<file path="config.mk">
export PLATFORM = sky130hd
export DESIGN_NAME = four_channel_power_sequencer
export DESIGN_NICKNAME = d
export VERILOG_FILES = /design/src/pwr_seq_pkg.sv /design/src/four_channel_power_sequencer.sv /design/src/sync3.sv
export SDC_FILE = /design/constraint.sdc
export NUM_CORES = 1
export LEC_CHECK = 0
export BUFFER_PORTS_ARGS = -buffer_cell sky130_fd_sc_hd__buf_2
export CORE_ASPECT_RATIO = 0.5
export CORE_MARGIN = 5
export CORE_UTILIZATION = 42
export CTS_CLUSTER_SIZE = 25
export DETAILED_ROUTE_END_ITERATION = 10
export HOLD_SLACK_MARGIN = 0.02
export SETUP_SLACK_MARGIN = 0.02
export SLEW_MARGIN = 20
export SYNTH_ARGS = -nofsm -noshare
export SYNTH_HDL_FRONTEND = slang
export SYNTH_SLANG_ARGS = --single-unit
</file>
<file path="constraint.sdc">
create_clock -name ref_clk -period 3.55 [get_ports ref_clk]
set_clock_uncertainty 0.2 [all_clocks]
set_input_delay 0.1775 -clock ref_clk [delete_from_list [all_inputs] [get_ports ref_clk]]
set_output_delay 0.1775 -clock ref_clk [all_outputs]
set_load 0.005 [all_outputs]
</file>
<file path="src/pwr_seq_pkg.sv">
/*
 pwr_seq_pkg: constants, states and carriers for the four-channel power sequencer.
 assumes: single 40 MHz ref_clk domain; thresholds arrive as digital levels.
*/
`default_nettype none
package pwr_seq_pkg;
   localparam int unsigned CHANNELS         = 4;
   localparam int unsigned CLK_FREQ_HZ      = 40_000_000;
   // ****************************************
   // timing
   // ****************************************
   localparam int unsigned DELAY_TIME_US    = 1000;
   localparam int unsigned PGT_TIME_US      = 10000;
   localparam int unsigned DELAY_CYCLES     = (DELAY_TIME_US * (CLK_FREQ_HZ / 1_000_000));
   localparam int unsigned PGT_CYCLES       = (PGT_TIME_US * (CLK_FREQ_HZ / 1_000_000));
   localparam int unsigned MIN_DELAY_CYCLES = 1;
   localparam int unsigned COUNT_W          = 24;
   localparam logic [3:0]  ENABLES_RESET    = 4'h0;

   typedef enum logic [6:0] {
      ST_IDLE     = 7'b0000001,
      ST_ON_DELAY = 7'b0000010,
      ST_ON_WAIT  = 7'b0000100,
      ST_DONE     = 7'b0001000,
      ST_OFF_WAIT = 7'b0010000,
      ST_OFF_DLY  = 7'b0100000,
      ST_FAULT    = 7'b1000000
   } seq_state_e;

   typedef struct packed {
      logic       on_cmd;
      logic [3:0] supply_good_in;
      logic       fault_in;
   } seq_inputs_s;

   typedef struct packed {
      logic       pgt_enable;
      logic       min_delay;
      logic [23:0] delay_count;
      logic [23:0] pgt_count;
   } seq_config_s;
endpackage : pwr_seq_pkg
`default_nettype wire

</file>
<file path="src/four_channel_power_sequencer.sv">
/*
 four_channel_power_sequencer: digital core sequencing four supplies on and off.
 assumes: threshold comparators outside give clean levels; the shared fault
 line is open drain with an external pull-up, resolved by the surroundings.
*/
// Operation
// - on command high starts power-on
// - delay timer runs before first enable
// - each enable starts its power-good timeout
// - good input high enables hysteresis source
// - confirmed supply resets power-good timeout
// - delay then next channel, order 1-4
// - fourth confirmed drives complete output low
// - timeout drops all enables, fault low
// - power-off only after completed power-on
// - power-off disables channel four first
// - off wait, delay, no timeout used
// - power-off end releases complete output
// - timeout can be disabled entirely
// - minimum-delay setting for the timer
// - early on-command removal is a fault
// - supply dropping while on is fault
// - fault clears when command and goods low, fault line high
// - external fault drops enables at once
`default_nettype none
module four_channel_power_sequencer
   import pwr_seq_pkg::*;
#(
   parameter logic [COUNT_W-1:0] DELAY_COUNT = COUNT_W'(DELAY_CYCLES),
   parameter logic [COUNT_W-1:0] PGT_COUNT   = COUNT_W'(PGT_CYCLES)
) (
   input  wire logic        ref_clk,
   input  wire logic        rstn,
   input  wire logic        on_cmd,
   input  wire logic [3:0]  supply_good_in,
   input  wire logic        fault_n_in,
   input  wire logic        pgt_enable,
   input  wire logic        min_delay,
   output logic      [3:0]  supply_enable_out,
   output logic      [3:0]  hysteresis_enable,
   output logic             done_n_out,
   output logic             done_n_oe,
   output logic             fault_n_out,
   output logic             fault_n_oe,
   output logic             internal_fault
);
   // ****************************************
   // input synchronisation
   // ****************************************
   seq_inputs_s raw;
   seq_inputs_s in_s;
   logic [5:0]  sync_bus;

   // fault line is carried active high from here on
   assign raw = '{on_cmd:         on_cmd,
                  supply_good_in: supply_good_in,
                  fault_in:       ~fault_n_in};

   sync3 #(
      .WIDTH (6)
   ) u_sync (
      .ref_clk  (ref_clk),
      .rstn     (rstn),
      .async_in (raw),
      .sync_out (sync_bus)
   );
   assign in_s = sync_bus;

   // ****************************************
   // state and channel pointer
   // ****************************************
   seq_state_e            state_reg;
   logic [1:0]            chan_reg;
   logic [COUNT_W-1:0]    delay_cnt_reg;
   logic [COUNT_W-1:0]    pgt_cnt_reg;
   logic                  pgt_run_reg;
   logic                  fault_own_reg;
   logic                  fault_ext_reg;
   logic [COUNT_W-1:0]    delay_limit;
   logic                  delay_expired;
   logic                  pgt_expired;
   logic                  clear_ok;
   logic                  ext_fault_seen;
   logic [3:0]            expected_on;
   logic                  drop_fault;

   function automatic logic [3:0] mask_below(input logic [1:0] ch);
      mask_below = (4'h1 << ch) - 4'h1;
   endfunction : mask_below

   // power-off states, where the complete line is still pulled low
   function automatic logic in_power_off(input seq_state_e st);
      in_power_off = (st == ST_OFF_WAIT) || (st == ST_OFF_DLY);
   endfunction : in_power_off

   // min delay setting shortens the timer to one cycle
   assign delay_limit   = min_delay ? COUNT_W'(MIN_DELAY_CYCLES) : DELAY_COUNT;
   assign delay_expired = (delay_cnt_reg >= delay_limit);
   assign pgt_expired   = pgt_enable && pgt_run_reg && (pgt_cnt_reg >= PGT_COUNT);
   assign clear_ok      = !in_s.on_cmd && (in_s.supply_good_in == 4'h0) && !in_s.fault_in;
   // our own pull-down keeps the line low, so only a low we did not cause counts
   assign ext_fault_seen = in_s.fault_in && !fault_own_reg && !fault_ext_reg;

   // supplies that ought to be up in the current state
   always_comb begin
      case (state_reg)
         ST_ON_DELAY: expected_on = mask_below(chan_reg);
         ST_ON_WAIT:  expected_on = mask_below(chan_reg);
         ST_DONE:     expected_on = 4'hF;
         ST_OFF_WAIT: expected_on = mask_below(chan_reg);
         ST_OFF_DLY:  expected_on = mask_below(chan_reg);
         default:     expected_on = 4'h0;
      endcase
   end

   // ****************************************
   // fault detection
   // ****************************************
   // a supply that ought to be up has sagged
   assign drop_fault = (state_reg != ST_FAULT) && (state_reg != ST_IDLE) &&
                       ((expected_on & ~in_s.supply_good_in) != 4'h0);

   always_ff @(posedge ref_clk) begin
      if (!rstn) begin
         state_reg     <= ST_IDLE;
         chan_reg      <= 2'h0;
         fault_own_reg <= 1'b0;
         fault_ext_reg <= 1'b0;
      end else if (state_reg != ST_FAULT && ext_fault_seen) begin
         state_reg     <= ST_FAULT;
         fault_ext_reg <= 1'b1;
      end else if (drop_fault) begin
         state_reg     <= ST_FAULT;
         fault_own_reg <= 1'b1;
      end else begin
         case (state_reg)
            ST_IDLE: begin
               chan_reg <= 2'h0;
               if (in_s.on_cmd) begin
                  state_reg <= ST_ON_DELAY;
               end
            end
            ST_ON_DELAY: begin
               if (!in_s.on_cmd) begin
                  state_reg     <= ST_FAULT;
                  fault_own_reg <= 1'b1;
               end else if (delay_expired) begin
                  state_reg <= ST_ON_WAIT;
               end
            end
            ST_ON_WAIT: begin
               if (!in_s.on_cmd) begin
                  state_reg     <= ST_FAULT;
                  fault_own_reg <= 1'b1;
               end else if (pgt_expired) begin
                  state_reg     <= ST_FAULT;
                  fault_own_reg <= 1'b1;
               end else if (in_s.supply_good_in[chan_reg]) begin
                  if (chan_reg == 2'h3) begin
                     state_reg <= ST_DONE;
                  end else begin
                     chan_reg  <= chan_reg + 2'h1;
                     state_reg <= ST_ON_DELAY;
                  end
               end
            end
            ST_DONE: begin
               if (!in_s.on_cmd) begin
                  state_reg <= ST_OFF_WAIT;
               end
            end
            ST_OFF_WAIT: begin
               // command raised again before power-off ends is a controller error
               if (in_s.on_cmd) begin
                  state_reg     <= ST_FAULT;
                  fault_own_reg <= 1'b1;
               end else if (!in_s.supply_good_in[chan_reg]) begin
                  if (chan_reg == 2'h0) begin
                     state_reg <= ST_IDLE;
                  end else begin
                     state_reg <= ST_OFF_DLY;
                  end
               end
            end
            ST_OFF_DLY: begin
               if (in_s.on_cmd) begin
                  state_reg     <= ST_FAULT;
                  fault_own_reg <= 1'b1;
               end else if (delay_expired) begin
                  chan_reg  <= chan_reg - 2'h1;
                  state_reg <= ST_OFF_WAIT;
               end
            end
            ST_FAULT: begin
               // stays here until the command and every supply are low and the fault line is released
               if (clear_ok) begin
                  state_reg     <= ST_IDLE;
                  fault_own_reg <= 1'b0;
                  fault_ext_reg <= 1'b0;
               end
            end
            default: begin
               state_reg <= ST_IDLE;
            end
         endcase
      end
   end

   // ****************************************
   // delay timer
   // ****************************************
   always_ff @(posedge ref_clk) begin
      if (!rstn) begin
         delay_cnt_reg <= '0;
      end else if (state_reg == ST_ON_DELAY || state_reg == ST_OFF_DLY) begin
         if (!delay_expired) begin
            delay_cnt_reg <= delay_cnt_reg + COUNT_W'(1);
         end
      end else begin
         delay_cnt_reg <= '0;
      end
   end

   // ****************************************
   // power-good timeout, only in power-on wait
   // ****************************************
   always_ff @(posedge ref_clk) begin
      if (!rstn) begin
         pgt_cnt_reg <= '0;
         pgt_run_reg <= 1'b0;
      end else if (state_reg == ST_ON_WAIT && !in_s.supply_good_in[chan_reg]) begin
         pgt_run_reg <= 1'b1;
         // saturates so a long stall cannot wrap below the limit
         if (pgt_cnt_reg != PGT_COUNT) begin
            pgt_cnt_reg <= pgt_cnt_reg + COUNT_W'(1);
         end
      end else begin
         pgt_cnt_reg <= '0;
         pgt_run_reg <= 1'b0;
      end
   end

   // ****************************************
   // outputs
   // ****************************************
   always_ff @(posedge ref_clk) begin
      if (!rstn) begin
         supply_enable_out <= ENABLES_RESET;
      // outside fault drops the enables in the same cycle the state turns
      end else if (state_reg == ST_FAULT || ext_fault_seen) begin
         supply_enable_out <= 4'h0;
      end else begin
         case (state_reg)
            ST_ON_DELAY: supply_enable_out <= mask_below(chan_reg);
            ST_ON_WAIT:  supply_enable_out <= mask_below(chan_reg) | (4'h1 << chan_reg);
            ST_DONE:     supply_enable_out <= 4'hF;
            ST_OFF_WAIT: supply_enable_out <= mask_below(chan_reg);
            ST_OFF_DLY:  supply_enable_out <= mask_below(chan_reg);
            default:     supply_enable_out <= 4'h0;
         endcase
      end
   end

   // source follows the good input once it has been seen high
   always_ff @(posedge ref_clk) begin
      if (!rstn) begin
         hysteresis_enable <= 4'h0;
      end else begin
         hysteresis_enable <= in_s.supply_good_in;
      end
   end

   always_ff @(posedge ref_clk) begin
      if (!rstn) begin
         done_n_oe <= 1'b0;
      end else begin
         // held through power-off, released once the last supply is down
         done_n_oe <= (state_reg == ST_DONE) || in_power_off(state_reg);
      end
   end

   always_ff @(posedge ref_clk) begin
      if (!rstn) begin
         fault_n_oe     <= 1'b0;
         internal_fault <= 1'b0;
      end else begin
         fault_n_oe     <= (state_reg == ST_FAULT);
         internal_fault <= fault_own_reg;
      end
   end

   always_ff @(posedge ref_clk) begin
      if (!rstn) begin
         done_n_out  <= 1'b0;
         fault_n_out <= 1'b0;
      end else begin
         done_n_out  <= 1'b0;
         fault_n_out <= 1'b0;
      end
   end
endmodule : four_channel_power_sequencer
`default_nettype wire

</file>
<file path="src/sync3.sv">
/*
 sync3: three-flop synchroniser for a bus of pin inputs; a new level is taken
 once the second and third flops agree.
 assumes: inputs asynchronous to clk.
*/
`default_nettype none
module sync3 #(
   parameter int unsigned WIDTH = 6
) (
   input  wire logic             ref_clk,
   input  wire logic             rstn,
   input  wire logic [WIDTH-1:0] async_in,
   output logic      [WIDTH-1:0] sync_out
);
   logic [WIDTH-1:0] s1_reg;
   logic [WIDTH-1:0] s2_reg;
   logic [WIDTH-1:0] s3_reg;

   always_ff @(posedge ref_clk) begin
      if (!rstn) begin
         s1_reg <= '0;
         s2_reg <= '0;
         s3_reg <= '0;
      end else begin
         s1_reg <= async_in;
         s2_reg <= s1_reg;
         s3_reg <= s2_reg;
      end
   end

   // per-bit agreement filter
   always_ff @(posedge ref_clk) begin
      if (!rstn) begin
         sync_out <= '0;
      end else begin
         for (int i = 0; i < WIDTH; i++) begin
            if (s2_reg[i] == s3_reg[i]) begin
               sync_out[i] <= s3_reg[i];
            end
         end
      end
   end
endmodule : sync3
`default_nettype wire

</file>
==> summary.md, run 1 <==
| Metric | Value |
|---|---|
| Status | `completed` |
| GRT met1 Usage | `18.9%` |
| Diodes inserted | `0` |
| Internal | `0.00172 W` |
| Unique cell type count in the Yosys netlist | `62` |
| Top_reg_cell synth | `dfxtp_1` |
| Die area | `12400 um2` |
| Drt initial violations | `approximately 190` |
| Port Buffers | `20` |
| Final Max Tran Viols | `0` |
| Critical Path Max Stage Delay | `approximately 0.57 ns` |
| Rows | `26` |
| Non-Filler Instances | `666` |
| Area delta synth->final | `13.6%` |
| RSZ-0062 raised after global routing | `false` |
| Final nets | `540` |
| ANT nets after route | `0` |
| Clk pin slew, worst setup/hold paths | `0.06 ns` |
| Clock power share | `40.9%` |
| Net Sw Power | `0.000550 W` |
| H-tree depth | `3` |
| DR vias | `3368` |
| Post-DR vias/cell | `5.06` |
| Crit-path max FO | `16` |
| Capture point of the worst path | `delay_cnt_reg[14]` |
| Final critical-path setup slack | `0.766 ns` |
| Yosys top cell area share | `44.4%` |
| Final core utilization | `roughly half` |
| Yosys reg bits | `between 90 and 100` |
| Max Clk Rate | `359 MHz` |
| Sequential share of power | `around 50%` |
| Critical Path Start Type | `flop` |
| Avg Cell Area, Syn | `about 8.6 um2` |
| CP Depth | `10` |
| Routed len/inst | `roughly 13 um` |
| Comb power frac | `9.9%` |
| RR Startpoint | `delay_cnt_reg[0]` |
| Endpoint class of the critical path | `flop` |
| Reg2Reg Depth | `10` |
| GPL Wtd Cong | `0.825` |
| Switch share | `24.2%` |
| Critical Path AT | `2.85 ns` |
| CTS Root Cell | `clkbuf_16` |
| HP Class | `in -> reg` |
| Min cycle time layout | `2.78 ns` |
| LEAKAGE | `roughly 1.7 nW` |
| GRT overflow | `0` |
| Die W | `153 um` |
| Slowest cell on crit path | `or4_1` |
| Fraction of layout cells with a size suffix above 1 | `10.6%` |
| Register area share after synthesis | `44.4%` |
| Number of flops mapped to enable cells by yosys | `0` |
| Setup crit start | `delay_cnt_reg[0]` |
| Final wirelength | `8480 um` |
| Largest net degree at the start of global routing | `30` |
| CTS Buffer Depth | `2` |
| Die Ht | `81.4 um` |
| Number of max-cap violations | `0` |
| Tot GR Track Use | `between 10% and 20%` |
| Req. time, crit path | `between 3 and 4 ns` |
| Met3 usage | `3.58%` |
| DRT Pass-1 Iters | `4` |
| Yosys warns | `0` |
| Initial antenna violation count | `0` |
| Final setup fails | `0` |
| DP Cell Count | `644` |
| Area contributors post-synth | `dfxtp_1 (44%), nor2_1 (6.5%), and2_1 (5.0%)` |
| Hold Buf Count CTS | `6` |
| Final worst path period share | `between 70% and 80%` |
| Max-slew headroom | `~52%` |
| GRT Max-Usage Layer | `met2` |
| TritonCTS Buffers | `9` |
| FF-to-FF setup slack | `0.77 ns` |
| Postcts setup bufs | `0` |
| Vias in the first global route | `3099` |
| First-pass GRT wire length | `~15000 um` |
| Clk_lat worst skew | `approximately 0.34 ns` |
| Critical path class | `reg -> reg` |
| Peak supply drop | `0.213 mV` |
| Initial Util | `42.5%` |
| Clk sinks | `95` |
| PD cells | `about 470 nW/um2` |
| Area of the mapped netlist | `4280 um2` |
| Slew @ Worst Pin | `roughly 0.7 ns` |
| Final Hold Violating Endpoints | `0` |
| Final HPWL DP | `slightly below 6000 um` |
| Worst path top cell family by delay | `simple AND/OR/NAND/NOR gates` |
| Buf/Inv on CP | `2` |
| Reg-to-reg endpoint | `delay_cnt_reg[14]` |
| Synth area leader | `dfxtp_1` |
| GR met2 Demand/Resource | `23.2%` |
| I/O pin total | `23` |
| CP Cell Sequence | `inv_1, ha_1, nor4b_2, a21oi_1, o2111ai_1, nand4_4, buf_4, or4_1, xor2_1, nor2_1` |
| Ys async rst share | `0%` |
| Remaining DRCs | `0` |
| Setup TNS | `0 ns` |
| Core ar. | `between 10000 and 15000 um2` |
| Pre-CTS setup slack | `0.783 ns` |
| TritonCTS clock tree | `built` |
| Mapped Cells | `496` |
| Resize count post-CTS | `0` |
through the flow:
stage          instance area [um2]  power, W  hold slack [ns]
5_1_grt                       4870   0.00236            0.101
3_3_place_gp                  4520   0.00136            0.131
6_report                      4870   0.00227           0.0508
3_5_place_dp                  4520   0.00136            0.146
2_1_floorplan                 4290   0.00131           0.0442
4_1_cts                       4870   0.00229           0.0516
worst reg2reg max path, cell delays in order (launching register included):
cell       delay, ns
dfxtp_1         0.39
inv_1           0.09
ha_1            0.28
nor4b_2         0.21
a21oi_1         0.09
o2111ai_1       0.28
nand4_4         0.11
buf_4           0.22
or4_1           0.57
xor2_1          0.16
nor2_1          0.11
power by group through the flow:
stage                     sequential [W]  combinational, W  clock [W]
final                            0.00112          0.000226   0.000928
after global routing             0.00112          0.000249   0.000996
after detailed placement         0.00114          0.000217          0
after global placement           0.00114          0.000219          0
after CTS                        0.00112          0.000223   0.000946
after floorplan                  0.00112          0.000188          0
synthesized netlist by cell type, types with 5 or more instances:
| library cell | instances |
|---|---|
| nand2_1 | 32 |
| o21ai_0 | 22 |
| a21oi_1 | 31 |
| clkbuf_1 | 13 |
| xor2_1 | 15 |
| nor4_1 | 7 |
| or3_1 | 5 |
| nand3_1 | 25 |
| mux2i_1 | 5 |
| nand4_1 | 6 |
| nor2_1 | 74 |
| xnor2_1 | 21 |
| or4_1 | 7 |
| and2_1 | 34 |
| and3_1 | 5 |
| dfxtp_1 | 95 |
| nor2b_1 | 5 |
| ha_1 | 9 |
| nor3_1 | 14 |
| inv_1 | 12 |
per-layer routing:
| layer | share of wire (%) | routed length, um | up-vias |
|---|---|---|---|
| met5 | 0 | 0 | - |
| met2 | 44 | 3690 | 46 |
| li1 | - | - | 1764 |
| met1 | 52 | 4410 | 1543 |
| met4 | 1.5 | 129 | 0 |
| met3 | 3.0 | 257 | 15 |
worst min path at each step:
stage | start | to | slack (ns) | cells past startpoint
floorplan | fault_n_in | u_sync.s1_reg[0] | 0.04 | 1
global placement | fault_n_in | u_sync.s1_reg[0] | 0.13 | 2
detailed placement | fault_n_in | u_sync.s1_reg[0] | 0.15 | 2
CTS | rstn | state_reg[0] | 0.05 | 2
global route | rstn | state_reg[0] | 0.10 | 2
finish | rstn | state_reg[0] | 0.05 | 2
cell families (layout without fill, tap and decap cells):
logic type | after synthesis | in the layout | share of synthesized area, %
AOI/OAI and AO/OA | 79 | 79 | 11.3
and+or+nand+nor | 237 | 237 | 29.4
buffers and inverters | 32 | 61 | 3.21
muxes | 7 | 7 | 1.69
other | 1 | 2 | 0.0875
xor gates and xnor gates | 36 | 36 | 7.36
adders and majority gates | 9 | 9 | 2.63
DFF | 95 | 95 | 44.4
layout make-up:
type	count	area, um2
Fill cell	976	5220
Tap cell	140	175
Timing Repair Buffer	32	205
Sequential cell	95	1900
Clock buffer	14	274
Inverter	13	48.8
Clock inverter	2	13.8
Multi-Input combinational cell	370	2250
layout by cell type, fill, tap and decap left out, types with 7 or more instances in the layout:
cell type | netlist | layout
dfxtp_1 | 95 | 95
nor2_1 | 74 | 74
and2_1 | 34 | 34
nand2_1 | 32 | 32
a21oi_1 | 31 | 31
nand3_1 | 25 | 25
o21ai_0 | 22 | 22
xnor2_1 | 21 | 21
buf_2 | 2 | 20
xor2_1 | 15 | 15
nor3_1 | 14 | 14
inv_1 | 12 | 12
ha_1 | 9 | 9
clkbuf_16 | 0 | 9
or4_1 | 7 | 7
nor4_1 | 7 | 7
No activity file was read; power rests on OpenSTA's default activity.
==> inputs of run 2 (changes only) <==
- clock period: 3.55 -> 2.8 ns (I/O delays scaled with it)
==> run 2 against run 1 <==
Against the previous run:
- routed wire length grew 3.0%
- critical endpoint is now delay_cnt_reg[13]
- critical path type unchanged
- utilization increased by 1.5 points
- sequential cell count stayed put
- critical path depth decreased by 1
- highest routed layer unchanged
==> summary.md, run 2 (synthesized netlist as in run 1, its figures left out) <==
| Metric | Value |
|---|---|
| First-pass GRT wire length | `15200 um (+3.5%)` |
| Core ar. | `10100 um2 (unchanged)` |
| Routed len/inst | `12.8 um (+0.57%)` |
| TritonCTS clock tree | `built` |
| Clk sinks | `95 (unchanged)` |
| Final Hold Violating Endpoints | `0 (unchanged)` |
| Port Buffers | `20 (unchanged)` |
| Critical Path Start Type | `flop` |
| Peak supply drop | `0.265 mV (+25%)` |
| Endpoint class of the critical path | `flop` |
| RR Startpoint | `delay_cnt_reg[0]` |
| DR vias | `3457 (+2.6%)` |
| Buf/Inv on CP | `1 (-1)` |
| Final Max Tran Viols | `0 (unchanged)` |
| Final wirelength | `8740 um (+3.0%)` |
| CTS Root Cell | `clkbuf_16` |
| Critical path class | `reg -> reg` |
| Number of max-cap violations | `0 (unchanged)` |
| Capture point of the worst path | `delay_cnt_reg[13]` |
| Final setup fails | `0 (unchanged)` |
| LEAKAGE | `1.82 nW (+5.4%)` |
| Final critical-path setup slack | `0.181 ns (-0.585 ns)` |
| CP Depth | `9 (-1)` |
| Setup TNS | `0 ns (unchanged)` |
| PD cells | `587 nW/um2 (+26%)` |
| Initial Util | `42.5% (unchanged)` |
| Max-slew headroom | `66.2% (+14 points)` |
| FF-to-FF setup slack | `0.18 ns (-0.58 ns)` |
| Clk_lat worst skew | `0.34 ns (about the same)` |
| DP Cell Count | `659 (+2.3%)` |
| Tot GR Track Use | `14.9% (+0.56 points)` |
| Area delta synth->final | `17.0%` |
| RSZ-0062 raised after global routing | `false` |
| Crit-path max FO | `5 (-11)` |
| Postcts setup bufs | `0 (unchanged)` |
| Pre-CTS setup slack | `0.117 ns (-0.666 ns)` |
| Fraction of layout cells with a size suffix above 1 | `13.7% (+3.0 points)` |
| H-tree depth | `3 (unchanged)` |
| Diodes inserted | `0 (unchanged)` |
| GRT overflow | `0 (unchanged)` |
| Setup crit start | `delay_cnt_reg[0]` |
| Final worst path period share | `93.5% (+15 points)` |
| Slew @ Worst Pin | `0.504 ns (-0.207 ns)` |
| DRT Pass-1 Iters | `5 (+1)` |
| CP Cell Sequence | `inv_1, ha_1, nor4b_2, a21oi_1, o2111ai_2, nand4_4, or4_4, or4_1, nand2_1` |
| Most frequent cells in the layout | `dfxtp_1 (95), nor2_1 (74), and2_1 (34)` |
| Final core utilization | `49.7% (+1.5 points)` |
| Worst path top cell family by delay | `simple AND/OR/NAND/NOR gates` |
| HP Class | `reg -> reg` |
| Max Clk Rate | `382 MHz (+6.3%)` |
| Initial antenna violation count | `0 (unchanged)` |
| Reg-to-reg endpoint | `delay_cnt_reg[13]` |
| Die Ht | `81.4 um (unchanged)` |
| Min cycle time layout | `2.62 ns (-0.165 ns)` |
| Post-DR vias/cell | `5.07 (+0.23%)` |
| Die W | `153 um (unchanged)` |
| Slowest cell on crit path | `or4_4` |
| Critical Path AT | `2.70 ns (-0.15 ns)` |
| I/O pin total | `23 (unchanged)` |
| Critical Path Max Stage Delay | `0.59 ns (+0.02 ns)` |
| GPL Wtd Cong | `0.837 (+1.5%)` |
| Non-Filler Instances | `682 (+2.4%)` |
| Final HPWL DP | `6140 um (+5.4%)` |
| Remaining DRCs | `0 (unchanged)` |
| Drt initial violations | `191 (+3.2%)` |
| Final nets | `556 (+3.0%)` |
| Status | `completed` |
| Vias in the first global route | `3209 (+3.5%)` |
| Req. time, crit path | `2.88 ns (-0.74 ns)` |
| Commonest non-fill, non-tap cell in the layout | `dfxtp_1` |
| Reg2Reg Depth | `9 (-1)` |
| Rows | `26 (unchanged)` |
| Clk pin slew, worst setup/hold paths | `0.06 ns (about the same)` |
| Die area | `12400 um2 (unchanged)` |
| ANT nets after route | `0 (unchanged)` |
| Largest net degree at the start of global routing | `28 (-6.7%)` |
| CTS Buffer Depth | `2 (unchanged)` |
| TritonCTS Buffers | `9 (unchanged)` |
run 2: worst min path at each step:
stage	start	endpoint	slack (ns)	depth (start not counted)
after global placement	fault_n_in	u_sync.s1_reg[0]	0.09	2
final	u_sync.s1_reg[2]	u_sync.s2_reg[2]	0.23	1
after detailed placement	fault_n_in	u_sync.s1_reg[0]	0.1	2
after floorplan	fault_n_in	u_sync.s1_reg[0]	0.007	1
after global routing	u_sync.s1_reg[2]	u_sync.s2_reg[2]	0.25	1
after CTS	u_sync.s1_reg[2]	u_sync.s2_reg[2]	0.23	1
run 2: power by group:
group          internal, W  switching, W
combinational     0.000143      0.000168
clock             0.000717      0.000503
sequential         0.00138     0.0000319
total              0.00224      0.000703
run 2: cell type report:
type | count | area, um2
Clock buffer | 11 | 243
Timing Repair Buffer | 48 | 328
Tap cell | 140 | 175
Clock inverter | 5 | 57.6
Inverter | 13 | 48.8
Fill cell | 997 | 5070
Multi-Input combinational cell | 370 | 2260
Sequential cell | 95 | 1900
run 2: metrics by stage:
step	instance area, um2	power [W]	hold slack, ns
finish	5010	0.00294	0.232
global route	5010	0.00309	0.245
CTS	5000	0.00298	0.233
detailed placement	4630	0.00174	0.0968
global placement	4630	0.00174	0.0926
floorplan	4290	0.00166	0.00669
run 2: layer usage:
layer / part of all wire (%) / GRT usage, % / vias up
li1: - / - / 1800
met2: 45 / 24.6 / 33
met1: 50 / 18.9 / 1616
met4: 1.2 / 4.89 / 0
met5: 0 / 0 / -
met3: 3.1 / 4.42 / 8
run 2: timing repair:
action	CTS	global route
setup endpoints to repair	0	5
endpoints found under the hold margin	7	0
hold buffers	7	0
gates resized for setup	0	2
